$ cat config.mk
export PLATFORM = sky130hd
export DESIGN_NAME = synth_serial_device_flat
export DESIGN_NICKNAME = d
export VERILOG_FILES = /design/src/sctl_pkg.sv /design/src/serial_link_if.sv /design/src/pin_sync.sv /design/src/synth_serial_device.sv /design/src/flat_wrapper.sv
export SDC_FILE = /design/constraint.sdc
export NUM_CORES = 2
export LEC_CHECK = 0
export BUFFER_PORTS_ARGS = -buffer_cell sky130_fd_sc_hd__buf_2
export CELL_PAD_IN_SITES_DETAIL_PLACEMENT = 0
export CELL_PAD_IN_SITES_GLOBAL_PLACEMENT = 1
export CORE_MARGIN = 3
export CORE_UTILIZATION = 50
export CTS_CLUSTER_DIAMETER = 200
export DETAILED_ROUTE_END_ITERATION = 6
export GPL_ROUTABILITY_DRIVEN = 1
export HOLD_SLACK_MARGIN = 0.02
export PLACE_DENSITY_LB_ADDON = 0.05
export SETUP_SLACK_MARGIN = 0.05
export SYNTH_ARGS = -nofsm -noshare
export SYNTH_HDL_FRONTEND = slang
export SYNTH_SLANG_ARGS = --single-unit
export TNS_END_PERCENT = 5
$ cat constraint.sdc
create_clock -name sys_clk -period 4.1 [get_ports sys_clk]
set_input_delay 0.615 -clock sys_clk [delete_from_list [all_inputs] [get_ports sys_clk]]
set_output_delay 0.615 -clock sys_clk [all_outputs]
set_load 0.005 [all_outputs]
$ cat src/sctl_pkg.sv
package sctl_pkg;
  // Timing
  localparam int SYS_PERIOD_NS = 50;
  localparam int LINK_PERIOD_NS = 400;
  localparam int SCK_HALF_CYCLES = LINK_PERIOD_NS / (2 * SYS_PERIOD_NS);
  // Frame geometry
  localparam logic [5:0] OPEN_BITS = 6'h20;
  localparam logic [5:0] LEGACY_BITS = 6'h1f;
  localparam logic [5:0] LEGACY_LOAD_AT = 6'h06;
  localparam logic [5:0] OPEN_FIRST_RD = 6'h01;
  localparam logic [5:0] LEGACY_FIRST_RD = 6'h08;
  localparam logic [5:0] READ_BITS = 6'h18;
  // Device register addresses
  localparam logic [4:0] ADDR_ID = 5'h00;
  localparam logic [4:0] ADDR_POWER = 5'h01;
  localparam logic [4:0] ADDR_VCO_ACCESS = 5'h05;
  localparam logic [4:0] ADDR_DRIVER = 5'h08;
  localparam logic [4:0] ADDR_CAL = 5'h0a;
  localparam logic [4:0] ADDR_PIN_CTRL = 5'h0f;
  localparam logic [3:0] VCO_ADDR_PERF = 4'h1;
  localparam logic [3:0] VCO_ADDR_PWR = 4'h2;
  // Field positions
  localparam int PWR_HONOUR_PIN = 0;
  localparam int PWR_SOFT_PD = 1;
  localparam int PWR_KEEP_LSB = 2;
  localparam int SOFT_RESET_BIT = 5;
  localparam int DRV_ENABLE_BIT = 5;
  localparam int CAL_OFF_BIT = 11;
  localparam int PIN_NO_AUTOMUX = 6;
  localparam int PIN_FORCE_ON = 7;
  localparam int PIN_NO_PULLUP = 8;
  localparam int PIN_NO_PULLDN = 9;
  localparam int VACC_ADDR_LSB = 3;
  localparam int VACC_DATA_LSB = 7;
  localparam int VCO_PERF_LSB = 2;
  localparam int VCO_DIV_ON = 8;
  localparam int VCO_PD_BIT = 3;
  // Reset values
  localparam logic [23:0] POWER_RESET = 24'h000001;
  localparam logic [23:0] DRIVER_RESET = 24'h000020;
  localparam logic [23:0] PIN_CTRL_RESET = 24'h000001;
  localparam logic [8:0] VCO_PERF_RESET = 9'h11c;
  localparam logic [8:0] VCO_PWR_RESET = 9'h000;
  // Host register byte offsets and command address bit positions
  localparam logic [4:0] HOST_CMD_DATA = 5'h00;
  localparam logic [4:0] HOST_CMD_ADDR = 5'h04;
  localparam logic [4:0] HOST_CONTROL = 5'h08;
  localparam logic [4:0] HOST_STATUS = 5'h0c;
  localparam logic [4:0] HOST_READ_DATA = 5'h10;
  localparam int CMD_CHIP_LSB = 5;
  localparam int CMD_LEGACY = 8;
  localparam int CMD_LEG_READ = 9;

  typedef enum logic [1:0] {PROTO_UNSET, PROTO_LEGACY, PROTO_OPEN} proto_t;

  function automatic logic [23:0] pll_reset_value(input logic [4:0] addr);
    case (addr)
      ADDR_POWER: return POWER_RESET;
      ADDR_DRIVER: return DRIVER_RESET;
      ADDR_PIN_CTRL: return PIN_CTRL_RESET;
      default: return 24'h000000;
    endcase
  endfunction
endpackage

$ cat src/serial_link_if.sv
`timescale 1ns/1ns
`default_nettype none
interface serial_link_if;
  logic sck;
  logic serial_frame_strobe;
  logic sdi;
  logic sdo_out;
  logic sdo_oe_n;
  wire logic sdo_line;

  // Pulled high when no one drives
  assign sdo_line = sdo_oe_n ? 1'b1 : sdo_out;

  modport device (input sck, input serial_frame_strobe, input sdi, output sdo_out, output sdo_oe_n);
  modport host (output sck, output serial_frame_strobe, output sdi, input sdo_line);
endinterface
`default_nettype wire

$ cat src/pin_sync.sv
`timescale 1ns/1ns
`default_nettype none
module pin_sync #(
  parameter int WIDTH = 1
) (
  // Clock and reset
  input wire logic clk,
  input wire logic rst_n,
  // Raw level in, synchronised level and edge pulses out
  input wire logic [WIDTH-1:0] d_in,
  output logic [WIDTH-1:0] q_out,
  output logic [WIDTH-1:0] rise,
  output logic [WIDTH-1:0] fall
);
  logic [WIDTH-1:0] meta_reg;
  logic [WIDTH-1:0] prev_reg;

  genvar g;
  generate
    for (g = 0; g < WIDTH; g++)
    begin : g_bit
      always_ff @(posedge clk)
      begin
        if (!rst_n)
        begin
          meta_reg[g] <= 1'b0;
          q_out[g] <= 1'b0;
          prev_reg[g] <= 1'b0;
        end
        else
        begin
          meta_reg[g] <= d_in[g];
          q_out[g] <= meta_reg[g];
          prev_reg[g] <= q_out[g];
        end
      end
      assign rise[g] = q_out[g] & ~prev_reg[g];
      assign fall[g] = ~q_out[g] & prev_reg[g];
    end
  endgenerate
endmodule // pin_sync
`default_nettype wire

$ cat src/synth_serial_device.sv
// Decided for this implementation: the Avalon-MM register port.
`timescale 1ns/1ns
`default_nettype none
module synth_serial_device #(
  // Arbitrary identification value
  parameter logic [23:0] CHIP_ID = 24'h5a0c31
) (
  // Clock and reset
  input wire logic sys_clk,
  input wire logic rst_n,
  // Serial link
  serial_link_if.device link,
  // Pins and internal sources
  input wire logic chip_power_pin,
  input wire logic lock_indicator,
  input wire logic [31:0] test_signals,
  // Power and output controls
  output logic pll_enabled,
  output logic [5:0] block_keep_on,
  output logic vco_enabled,
  output logic main_rf_output_on,
  output logic divider_outputs_on,
  output logic [2:0] perf_level,
  output logic autocal_disable,
  output logic general_output_signal
);
  logic [23:0] pll_regs [32];
  logic [8:0] vco_perf_reg;
  logic [8:0] vco_pwr_reg;
  sctl_pkg::proto_t proto_reg;
  logic [31:0] shift_reg;
  logic [5:0] count_reg;
  logic addressed_reg;
  logic [23:0] rd_shift_reg;
  logic sdo_out_reg;
  logic sdo_oe_n_reg;
  logic [3:0] sync_q;
  logic [3:0] sync_rise;
  logic [3:0] sync_fall;

  pin_sync #(.WIDTH(4)) u_sync (
    .clk(sys_clk),
    .rst_n(rst_n),
    .d_in({chip_power_pin, link.sdi, link.serial_frame_strobe, link.sck}),
    .q_out(sync_q),
    .rise(sync_rise),
    .fall(sync_fall)
  );

  wire sck_rise = sync_rise[0];
  wire sen_s = sync_q[1];
  wire sen_rise = sync_rise[1];
  wire sen_fall = sync_fall[1];
  wire sdi_s = sync_q[2];
  wire cen_s = sync_q[3];

  // Protocol in force this cycle, including the deciding edge
  wire unset = proto_reg == sctl_pkg::PROTO_UNSET;
  wire mode_legacy = (proto_reg == sctl_pkg::PROTO_LEGACY) | (unset & sen_rise);
  wire mode_open = ~mode_legacy;

  wire [23:0] pwr = pll_regs[sctl_pkg::ADDR_POWER];
  wire [23:0] drv = pll_regs[sctl_pkg::ADDR_DRIVER];
  wire [23:0] cal = pll_regs[sctl_pkg::ADDR_CAL];
  wire [23:0] pin_ctrl = pll_regs[sctl_pkg::ADDR_PIN_CTRL];
  wire [4:0] read_addr = pll_regs[sctl_pkg::ADDR_ID][4:0];

  // Frame decode
  wire shift_en = sck_rise & (mode_open | sen_s);
  wire open_write = mode_open & sen_rise & (count_reg == sctl_pkg::OPEN_BITS)
    & (shift_reg[2:0] == 3'h0);
  wire leg_write = mode_legacy & sen_fall & (count_reg == sctl_pkg::LEGACY_BITS)
    & ~shift_reg[30];
  wire do_write = open_write | leg_write;
  // Only five of the six legacy address bits are kept
  wire [4:0] wr_addr = mode_legacy ? shift_reg[28:24] : shift_reg[7:3];
  wire [23:0] wr_data = mode_legacy ? shift_reg[23:0] : shift_reg[31:8];
  wire soft_reset = do_write & (wr_addr == sctl_pkg::ADDR_ID)
    & wr_data[sctl_pkg::SOFT_RESET_BIT];
  wire vco_write = do_write & (wr_addr == sctl_pkg::ADDR_VCO_ACCESS);
  wire [3:0] vco_addr = wr_data[sctl_pkg::VACC_ADDR_LSB +: 4];
  wire [8:0] vco_data = wr_data[sctl_pkg::VACC_DATA_LSB +: 9];

  // Read path
  wire leg_load = mode_legacy & shift_en & addressed_reg
    & (count_reg == sctl_pkg::LEGACY_LOAD_AT);
  wire open_load = mode_open & sen_fall;
  wire [4:0] rd_addr = leg_load ? {shift_reg[3:0], sdi_s} : read_addr;
  wire [23:0] rd_word = (rd_addr == sctl_pkg::ADDR_ID) ? CHIP_ID : pll_regs[rd_addr];
  wire rd_shift_en = shift_en & (mode_open | (count_reg > sctl_pkg::LEGACY_LOAD_AT));

  // Output pin selection and driver control
  wire [31:0] gpo_sources = {test_signals[31:2], lock_indicator, test_signals[0]};
  wire gpo_now = gpo_sources[pin_ctrl[4:0]];
  wire auto_read = addressed_reg & ~pin_ctrl[sctl_pkg::PIN_NO_AUTOMUX];
  wire sdo_data = auto_read ? rd_shift_reg[23] : gpo_now;
  wire want_drive = drv[sctl_pkg::DRV_ENABLE_BIT]
    & (pin_ctrl[sctl_pkg::PIN_FORCE_ON] | addressed_reg);
  wire half_ok = sdo_data ? ~pin_ctrl[sctl_pkg::PIN_NO_PULLUP]
    : ~pin_ctrl[sctl_pkg::PIN_NO_PULLDN];

  // Power decisions
  wire pll_pd = pwr[sctl_pkg::PWR_HONOUR_PIN] ? ~cen_s
    : pwr[sctl_pkg::PWR_SOFT_PD];
  wire vco_pd = vco_pwr_reg[sctl_pkg::VCO_PD_BIT];

  assign link.sdo_out = sdo_out_reg;
  assign link.sdo_oe_n = sdo_oe_n_reg;

  // PLL register file; soft reset leaves VCO and protocol alone
  always_ff @(posedge sys_clk)
  begin
    if (!rst_n || soft_reset)
    begin
      for (int i = 0; i < 32; i++)
        pll_regs[i] <= sctl_pkg::pll_reset_value(5'(i));
    end
    else if (do_write)
      pll_regs[wr_addr] <= wr_data;
  end

  // VCO registers, reachable only through the access register
  always_ff @(posedge sys_clk)
  begin
    if (!rst_n)
    begin
      vco_perf_reg <= sctl_pkg::VCO_PERF_RESET;
      vco_pwr_reg <= sctl_pkg::VCO_PWR_RESET;
    end
    else if (vco_write && vco_addr == sctl_pkg::VCO_ADDR_PERF)
      vco_perf_reg <= vco_data;
    else if (vco_write && vco_addr == sctl_pkg::VCO_ADDR_PWR)
      vco_pwr_reg <= vco_data;
  end

  // Protocol lock, only released by power-on reset
  always_ff @(posedge sys_clk)
  begin
    if (!rst_n)
      proto_reg <= sctl_pkg::PROTO_UNSET;
    else if (unset && sen_rise)
      proto_reg <= sctl_pkg::PROTO_LEGACY;
    else if (unset && sck_rise)
      proto_reg <= sctl_pkg::PROTO_OPEN;
  end

  // Shifter and bit counter, independent of power-down
  always_ff @(posedge sys_clk)
  begin
    if (!rst_n)
    begin
      shift_reg <= 32'h00000000;
      count_reg <= 6'h00;
    end
    else
    begin
      if (shift_en)
        shift_reg <= {shift_reg[30:0], sdi_s};
      if ((mode_open && sen_fall) || (mode_legacy && sen_rise))
        count_reg <= 6'h00;
      else if (shift_en && count_reg != sctl_pkg::OPEN_BITS)
        count_reg <= count_reg + 6'h01;
    end
  end

  // Addressing and read-data shifter
  always_ff @(posedge sys_clk)
  begin
    if (!rst_n)
    begin
      addressed_reg <= 1'b0;
      rd_shift_reg <= 24'h000000;
    end
    else
    begin
      if (mode_open && sen_rise)
        addressed_reg <= (shift_reg[2:0] == 3'h0)
          | (count_reg < sctl_pkg::OPEN_BITS);
      else if (mode_legacy && shift_en && count_reg == 6'h00)
        addressed_reg <= sdi_s;
      else if (mode_legacy && sen_fall)
        addressed_reg <= 1'b0;
      if (leg_load || open_load)
        rd_shift_reg <= rd_word;
      else if (rd_shift_en)
        rd_shift_reg <= {rd_shift_reg[22:0], 1'b0};
    end
  end

  // Registered outputs
  always_ff @(posedge sys_clk)
  begin
    if (!rst_n)
    begin
      sdo_out_reg <= 1'b0;
      sdo_oe_n_reg <= 1'b1;
      pll_enabled <= 1'b0;
      block_keep_on <= 6'h00;
      vco_enabled <= 1'b0;
      main_rf_output_on <= 1'b0;
      divider_outputs_on <= 1'b0;
      perf_level <= 3'h0;
      autocal_disable <= 1'b0;
      general_output_signal <= 1'b0;
    end
    else
    begin
      sdo_out_reg <= sdo_data;
      sdo_oe_n_reg <= ~(want_drive & half_ok);
      pll_enabled <= ~pll_pd;
      block_keep_on <= {6{~pll_pd}} | pwr[sctl_pkg::PWR_KEEP_LSB +: 6];
      vco_enabled <= ~vco_pd;
      main_rf_output_on <= ~vco_pd;
      divider_outputs_on <= vco_perf_reg[sctl_pkg::VCO_DIV_ON] & ~vco_pd;
      perf_level <= vco_perf_reg[sctl_pkg::VCO_PERF_LSB +: 3];
      autocal_disable <= cal[sctl_pkg::CAL_OFF_BIT];
      general_output_signal <= gpo_now;
    end
  end
endmodule // synth_serial_device
`default_nettype wire

$ cat src/flat_wrapper.sv
// flat-port wrapper written by rule: the top's interface ports become plain ports
module synth_serial_device_flat 
#(
                                   
  parameter logic [23:0] CHIP_ID = 24'h5a0c31
)
  (sys_clk, rst_n, chip_power_pin, lock_indicator, test_signals, pll_enabled, block_keep_on, vco_enabled, main_rf_output_on, divider_outputs_on, perf_level, autocal_disable, general_output_signal, link_sck, link_serial_frame_strobe, link_sdi, link_sdo_out, link_sdo_oe_n);
  serial_link_if link_i ();
  input wire logic sys_clk;
  input wire logic rst_n;
  input wire logic chip_power_pin;
  input wire logic lock_indicator;
  input wire logic [31:0] test_signals;
  output logic pll_enabled;
  output logic [5:0] block_keep_on;
  output logic vco_enabled;
  output logic main_rf_output_on;
  output logic divider_outputs_on;
  output logic [2:0] perf_level;
  output logic autocal_disable;
  output logic general_output_signal;
  input wire logic [$bits(link_i.sck)-1:0] link_sck;
  input wire logic [$bits(link_i.serial_frame_strobe)-1:0] link_serial_frame_strobe;
  input wire logic [$bits(link_i.sdi)-1:0] link_sdi;
  output wire logic [$bits(link_i.sdo_out)-1:0] link_sdo_out;
  output wire logic [$bits(link_i.sdo_oe_n)-1:0] link_sdo_oe_n;
  assign link_i.sck = link_sck;
  assign link_i.serial_frame_strobe = link_serial_frame_strobe;
  assign link_i.sdi = link_sdi;
  assign link_sdo_out = link_i.sdo_out;
  assign link_sdo_oe_n = link_i.sdo_oe_n;
  synth_serial_device #(.CHIP_ID(CHIP_ID)) u_core (.sys_clk(sys_clk), .rst_n(rst_n), .link(link_i), .chip_power_pin(chip_power_pin), .lock_indicator(lock_indicator), .test_signals(test_signals), .pll_enabled(pll_enabled), .block_keep_on(block_keep_on), .vco_enabled(vco_enabled), .main_rf_output_on(main_rf_output_on), .divider_outputs_on(divider_outputs_on), .perf_level(perf_level), .autocal_disable(autocal_disable), .general_output_signal(general_output_signal));
endmodule
==> run_summary.xml <==
<?xml version="1.0" encoding="UTF-8"?>
<metrics>
  <group name="critical_path">
    <metric name="r2r-start" unit="">u_core.proto_reg[1]</metric>
    <metric name="start_kind" unit="">register</metric>
    <metric name="crit_arrival" unit="ps">4390</metric>
    <metric name="timing.setup.critical_path_class" unit="">register to register</metric>
    <metric name="r2r.worst_path.cells" unit="">8</metric>
    <metric name="cp_data_required_time" unit="ps">4600</metric>
    <metric name="timing.critical_path.to_type" unit="">register</metric>
    <metric name="critical_path.max_fanout" unit="">15</metric>
    <metric name="setup_slack_of_the_worst_register_to_register_path" unit="ps">210</metric>
    <metric name="timing.rr.end" unit="">u_core.rd_shift_reg[5]</metric>
  </group>
  <group name="global_routing">
    <metric name="grt_max_degree" unit="">88</metric>
    <metric name="grt_pass1_wl" unit="µm">179000</metric>
    <metric name="grt_antenna_before_repair" unit="">2</metric>
    <metric name="number_of_global_route_vias_before_repair" unit="">26443</metric>
    <metric name="grt_remaining_overflow" unit="">0</metric>
    <metric name="globalRouteTotalUtil" unit="">0.315</metric>
  </group>
  <group name="min_path">
    <metric name="hold_class" unit="">primary input to register</metric>
    <metric name="worstHoldStart" unit="">link_serial_frame_strobe</metric>
    <metric name="worstHoldPathCells" unit="">2</metric>
    <metric name="holdPathEnd" unit="">u_core.u_sync.meta_reg[1]</metric>
  </group>
  <group name="timing">
    <metric name="worst_clock_skew" unit="ps">20.7</metric>
    <metric name="post-route-period-util" unit="">0.949</metric>
    <metric name="clock.fmax" unit="MHz">257</metric>
    <metric name="worstMarginPinSlew" unit="ps">1190</metric>
    <metric name="report.final.hold_viol_count" unit="">0</metric>
    <metric name="timing_max_transition_violations_final" unit="">0</metric>
    <metric name="finalSetupViolations" unit="">0</metric>
    <metric name="timing.final.ws_setup" unit="ps">207</metric>
    <metric name="max_slew_margin" unit="">0.205</metric>
    <metric name="rsz_0062_raised_after_global_routing" unit="">false</metric>
    <metric name="setup_tns" unit="ps">0</metric>
    <metric name="final.min_clock_period" unit="ps">3890</metric>
  </group>
  <group name="floorplanning">
    <metric name="num_rows" unit="">99</metric>
    <metric name="initial_core_util" unit="">0.509</metric>
    <metric name="die-area" unit="µm²">78300</metric>
    <metric name="pin_count" unit="">56</metric>
    <metric name="dieHeight" unit="µm">280</metric>
    <metric name="coreArea" unit="µm²">73600</metric>
    <metric name="die_w" unit="µm">280</metric>
  </group>
  <group name="logic_synthesis">
    <metric name="post_synth_fa_ha_maj_area_fraction" unit="">0.00100</metric>
    <metric name="number_of_enable_flip_flop_cells_after_synthesis" unit="">749</metric>
    <metric name="synth_xor_xnor_area_share" unit="">0.000935</metric>
    <metric name="synth.lib_cells_used.distinct" unit="">76</metric>
    <metric name="synth_warnings" unit="">0</metric>
    <metric name="mappedNetlistNets" unit="">3362</metric>
    <metric name="ys_seq_area_frac" unit="">0.651</metric>
    <metric name="syn-instance-count" unit="">3320</metric>
    <metric name="mappedNetlistArea" unit="µm²">37500</metric>
    <metric name="post_synth_and_or_nand_nor_area_fraction" unit="">0.157</metric>
    <metric name="post_synth.cell_area_avg" unit="µm²">11.3</metric>
    <metric name="main_combinational_cell_family_by_area_after_synthesis" unit="">simple AND/OR/NAND/NOR gates</metric>
    <metric name="synth_mux_area_frac" unit="">0.0453</metric>
    <metric name="synth-compound-area-share" unit="">0.107</metric>
    <metric name="ys.flop_type" unit="">sky130_fd_sc_hd__edfxtp_1</metric>
    <metric name="flip_flop_and_latch_count_after_synthesis" unit="">845</metric>
    <metric name="postSynth.asyncResetShare" unit="">0</metric>
  </group>
  <group name="placement">
    <metric name="gp_congestion" unit="">0.935</metric>
    <metric name="half_perimeter_wire_length_of_the_detailed_placement_result" unit="µm">77700</metric>
    <metric name="numPortBuffers" unit="">54</metric>
    <metric name="pre_cts_setup_slack" unit="ps">77.2</metric>
  </group>
  <group name="run_status">
    <metric name="outcome" unit="">completed</metric>
  </group>
  <group name="clock_tree">
    <metric name="number_of_buffers_inserted_during_clock_tree_synthesis" unit="">91</metric>
    <metric name="clock-root-buffer" unit="">sky130_fd_sc_hd__clkbuf_16</metric>
    <metric name="clock_tree.htree_level_count" unit="">3</metric>
    <metric name="tritoncts" unit="">yes</metric>
    <metric name="insertion_delay_to_the_later_sink_of_the_worst_skew_pair" unit="ps">650</metric>
    <metric name="post-cts-setup-buffers" unit="">0</metric>
    <metric name="clock_path_buffers" unit="">3</metric>
    <metric name="worst_setup_hold_path_clk_slew" unit="ps">60</metric>
    <metric name="cts.sink_count" unit="">845</metric>
    <metric name="cts_hold_repair.buffers" unit="">0</metric>
  </group>
  <group name="routing">
    <metric name="route.detailed.wl_per_inst" unit="µm">28.0</metric>
    <metric name="number_of_optimization_iterations_in_the_first_detailed_route_pass" unit="">6</metric>
    <metric name="detailed_route_wl" unit="µm">124000</metric>
    <metric name="average_vias_per_placed_instance" unit="">6.27</metric>
    <metric name="detail_route.drc_violations" unit="">0</metric>
    <metric name="dr_total_vias" unit="">27741</metric>
    <metric name="drtAntennaViolNets" unit="">0</metric>
    <metric name="count_of_routing_violations_after_the_opening_detailed_route_iteration" unit="">3583</metric>
  </group>
  <group name="cells_and_area">
    <metric name="finish.net_count" unit="">3434</metric>
    <metric name="largest_register_ffs" unit="">749</metric>
    <metric name="final_cell_mix" unit="">sky130_fd_sc_hd__nor2_1 (811), sky130_fd_sc_hd__edfxtp_1 (749), sky130_fd_sc_hd__nand2_1 (311)</metric>
    <metric name="most_common_cell_after_layout_fill_and_taps_aside" unit="">sky130_fd_sc_hd__nor2_1</metric>
    <metric name="fillers" unit="">6141</metric>
    <metric name="layout-area-overhead-vs-synth" unit="%">14.6</metric>
    <metric name="post_route_cells_drive_above_1_share" unit="">0.141</metric>
  </group>
  <group name="flow_run">
    <metric name="cap_violations" unit="">0</metric>
  </group>
  <group name="power">
    <metric name="ir_worst_vdd" unit="mV">0.304</metric>
    <metric name="power_density" unit="nW/µm²">441</metric>
    <metric name="power.leakage" unit="nW">14.3</metric>
  </group>
</metrics>
## cell families after synthesis
group,after synthesis
compound gates,595
flops,845
simple gates,1396
buf+inv,327
xor+xnor,4
mux,150
fa+ha+maj,3
## power breakdown
group          internal [mW]  switching [mW]  total, mW
combinational          0.409           0.809       1.22
clock                   4.47            3.37       7.84
sequential              9.74           0.125       9.87
total                   14.6            4.30       18.9
## per-layer routing
| metal | wire length [µm] | GRT usage | part of all wire | vias to the layer above |
|---|---|---|---|---|
| met1 | 52300 | 0.458 | 0.42 | 14030 |
| met2 | 55500 | 0.474 | 0.45 | 1327 |
| met3 | 12400 | 0.0703 | 0.10 | 191 |
| li1 | - | - | - | 12191 |
| met5 | 13 | 0 | 0.00010 | - |
| met4 | 3710 | 0.0991 | 0.030 | 2 |
## per-stage QoR
| step | instance area [µm²] | power, mW | hold slack, ps | instances | util |
|---|---|---|---|---|---|
| after floorplan | 37500 | 10.7 | 393 | 3320 | - |
| after global placement | 40100 | 11.2 | 412 | 4258 | 0.545 |
| after detailed placement | 40100 | 11.2 | 419 | 4258 | 0.545 |
| after CTS | 42900 | 19.0 | 150 | 4423 | 0.584 |
| after global routing | 43000 | 19.5 | 170 | 4423 | 0.584 |
| final | 43000 | 18.9 | 187 | 4425 | 0.584 |
## synth_stat cells (15+ instances only)
cell type / count / share of area
sky130_fd_sc_hd__buf_2: 50 / 0.0067
sky130_fd_sc_hd__o21ai_0: 86 / 0.011
sky130_fd_sc_hd__nand3_1: 45 / 0.0060
sky130_fd_sc_hd__edfxtp_1: 749 / 0.60
sky130_fd_sc_hd__a211oi_1: 163 / 0.033
sky130_fd_sc_hd__a22oi_1: 15 / 0.0030
sky130_fd_sc_hd__o31ai_1: 16 / 0.0032
sky130_fd_sc_hd__a2111oi_0: 29 / 0.0068
sky130_fd_sc_hd__dfxtp_1: 96 / 0.051
sky130_fd_sc_hd__mux2i_1: 128 / 0.034
sky130_fd_sc_hd__nand2_1: 313 / 0.031
sky130_fd_sc_hd__a21oi_1: 139 / 0.019
sky130_fd_sc_hd__buf_4: 15 / 0.0030
sky130_fd_sc_hd__o311ai_0: 15 / 0.0035
sky130_fd_sc_hd__and3_1: 114 / 0.019
sky130_fd_sc_hd__nor2_1: 813 / 0.081
sky130_fd_sc_hd__nor3_1: 24 / 0.0032
sky130_fd_sc_hd__clkbuf_1: 234 / 0.023
sky130_fd_sc_hd__mux4_2: 15 / 0.0090
sky130_fd_sc_hd__and2_1: 20 / 0.0033
sky130_fd_sc_hd__a31oi_1: 39 / 0.0065
sky130_fd_sc_hd__nor4_1: 20 / 0.0033
## cell type report
cell class,count,area (µm²),area share
clock inverters,45,312,0.00725
inverters,13,48.8,0.00114
multi-input cells,2148,12100,0.281
flip-flops and latches,845,24400,0.568
clock buffers,120,2500,0.0582
diodes,2,5.00,0.000117
repair buffers,293,2390,0.0556
well taps,959,1200,0.0279
## worst max path at each step
stage / startpoint / endpoint / slack, ps / depth (start not counted)
4_1_cts: u_core.proto_reg[1] / u_core.rd_shift_reg[7] / 70 / 11
3_3_place_gp: u_core.proto_reg[1] / u_core.rd_shift_reg[5] / 80 / 8
5_1_grt: u_core.proto_reg[1] / u_core.rd_shift_reg[15] / 80 / 12
6_report: u_core.proto_reg[1] / u_core.rd_shift_reg[5] / 210 / 8
2_1_floorplan: u_core.proto_reg[0] / u_core.pll_regs[12][0] / 700 / 11
3_5_place_dp: u_core.proto_reg[1] / u_core.rd_shift_reg[5] / 80 / 8
## worst max-delay path, cell delays in order, from the launching register on
cell and delay (ps):
sky130_fd_sc_hd__dfxtp_1 400, sky130_fd_sc_hd__nor4_4 400, sky130_fd_sc_hd__o2111a_2 410, sky130_fd_sc_hd__a21oi_1 230
sky130_fd_sc_hd__nor2_4 690, sky130_fd_sc_hd__mux4_2 650, sky130_fd_sc_hd__a22o_1 280, sky130_fd_sc_hd__nor4_1 510
sky130_fd_sc_hd__o41ai_1 140
## repair_timing
item	CTS	global route
setup endpoints to repair	1	9
pin swaps	1	0
resized for setup	0	4
Power figures use the tool's default switching activity.
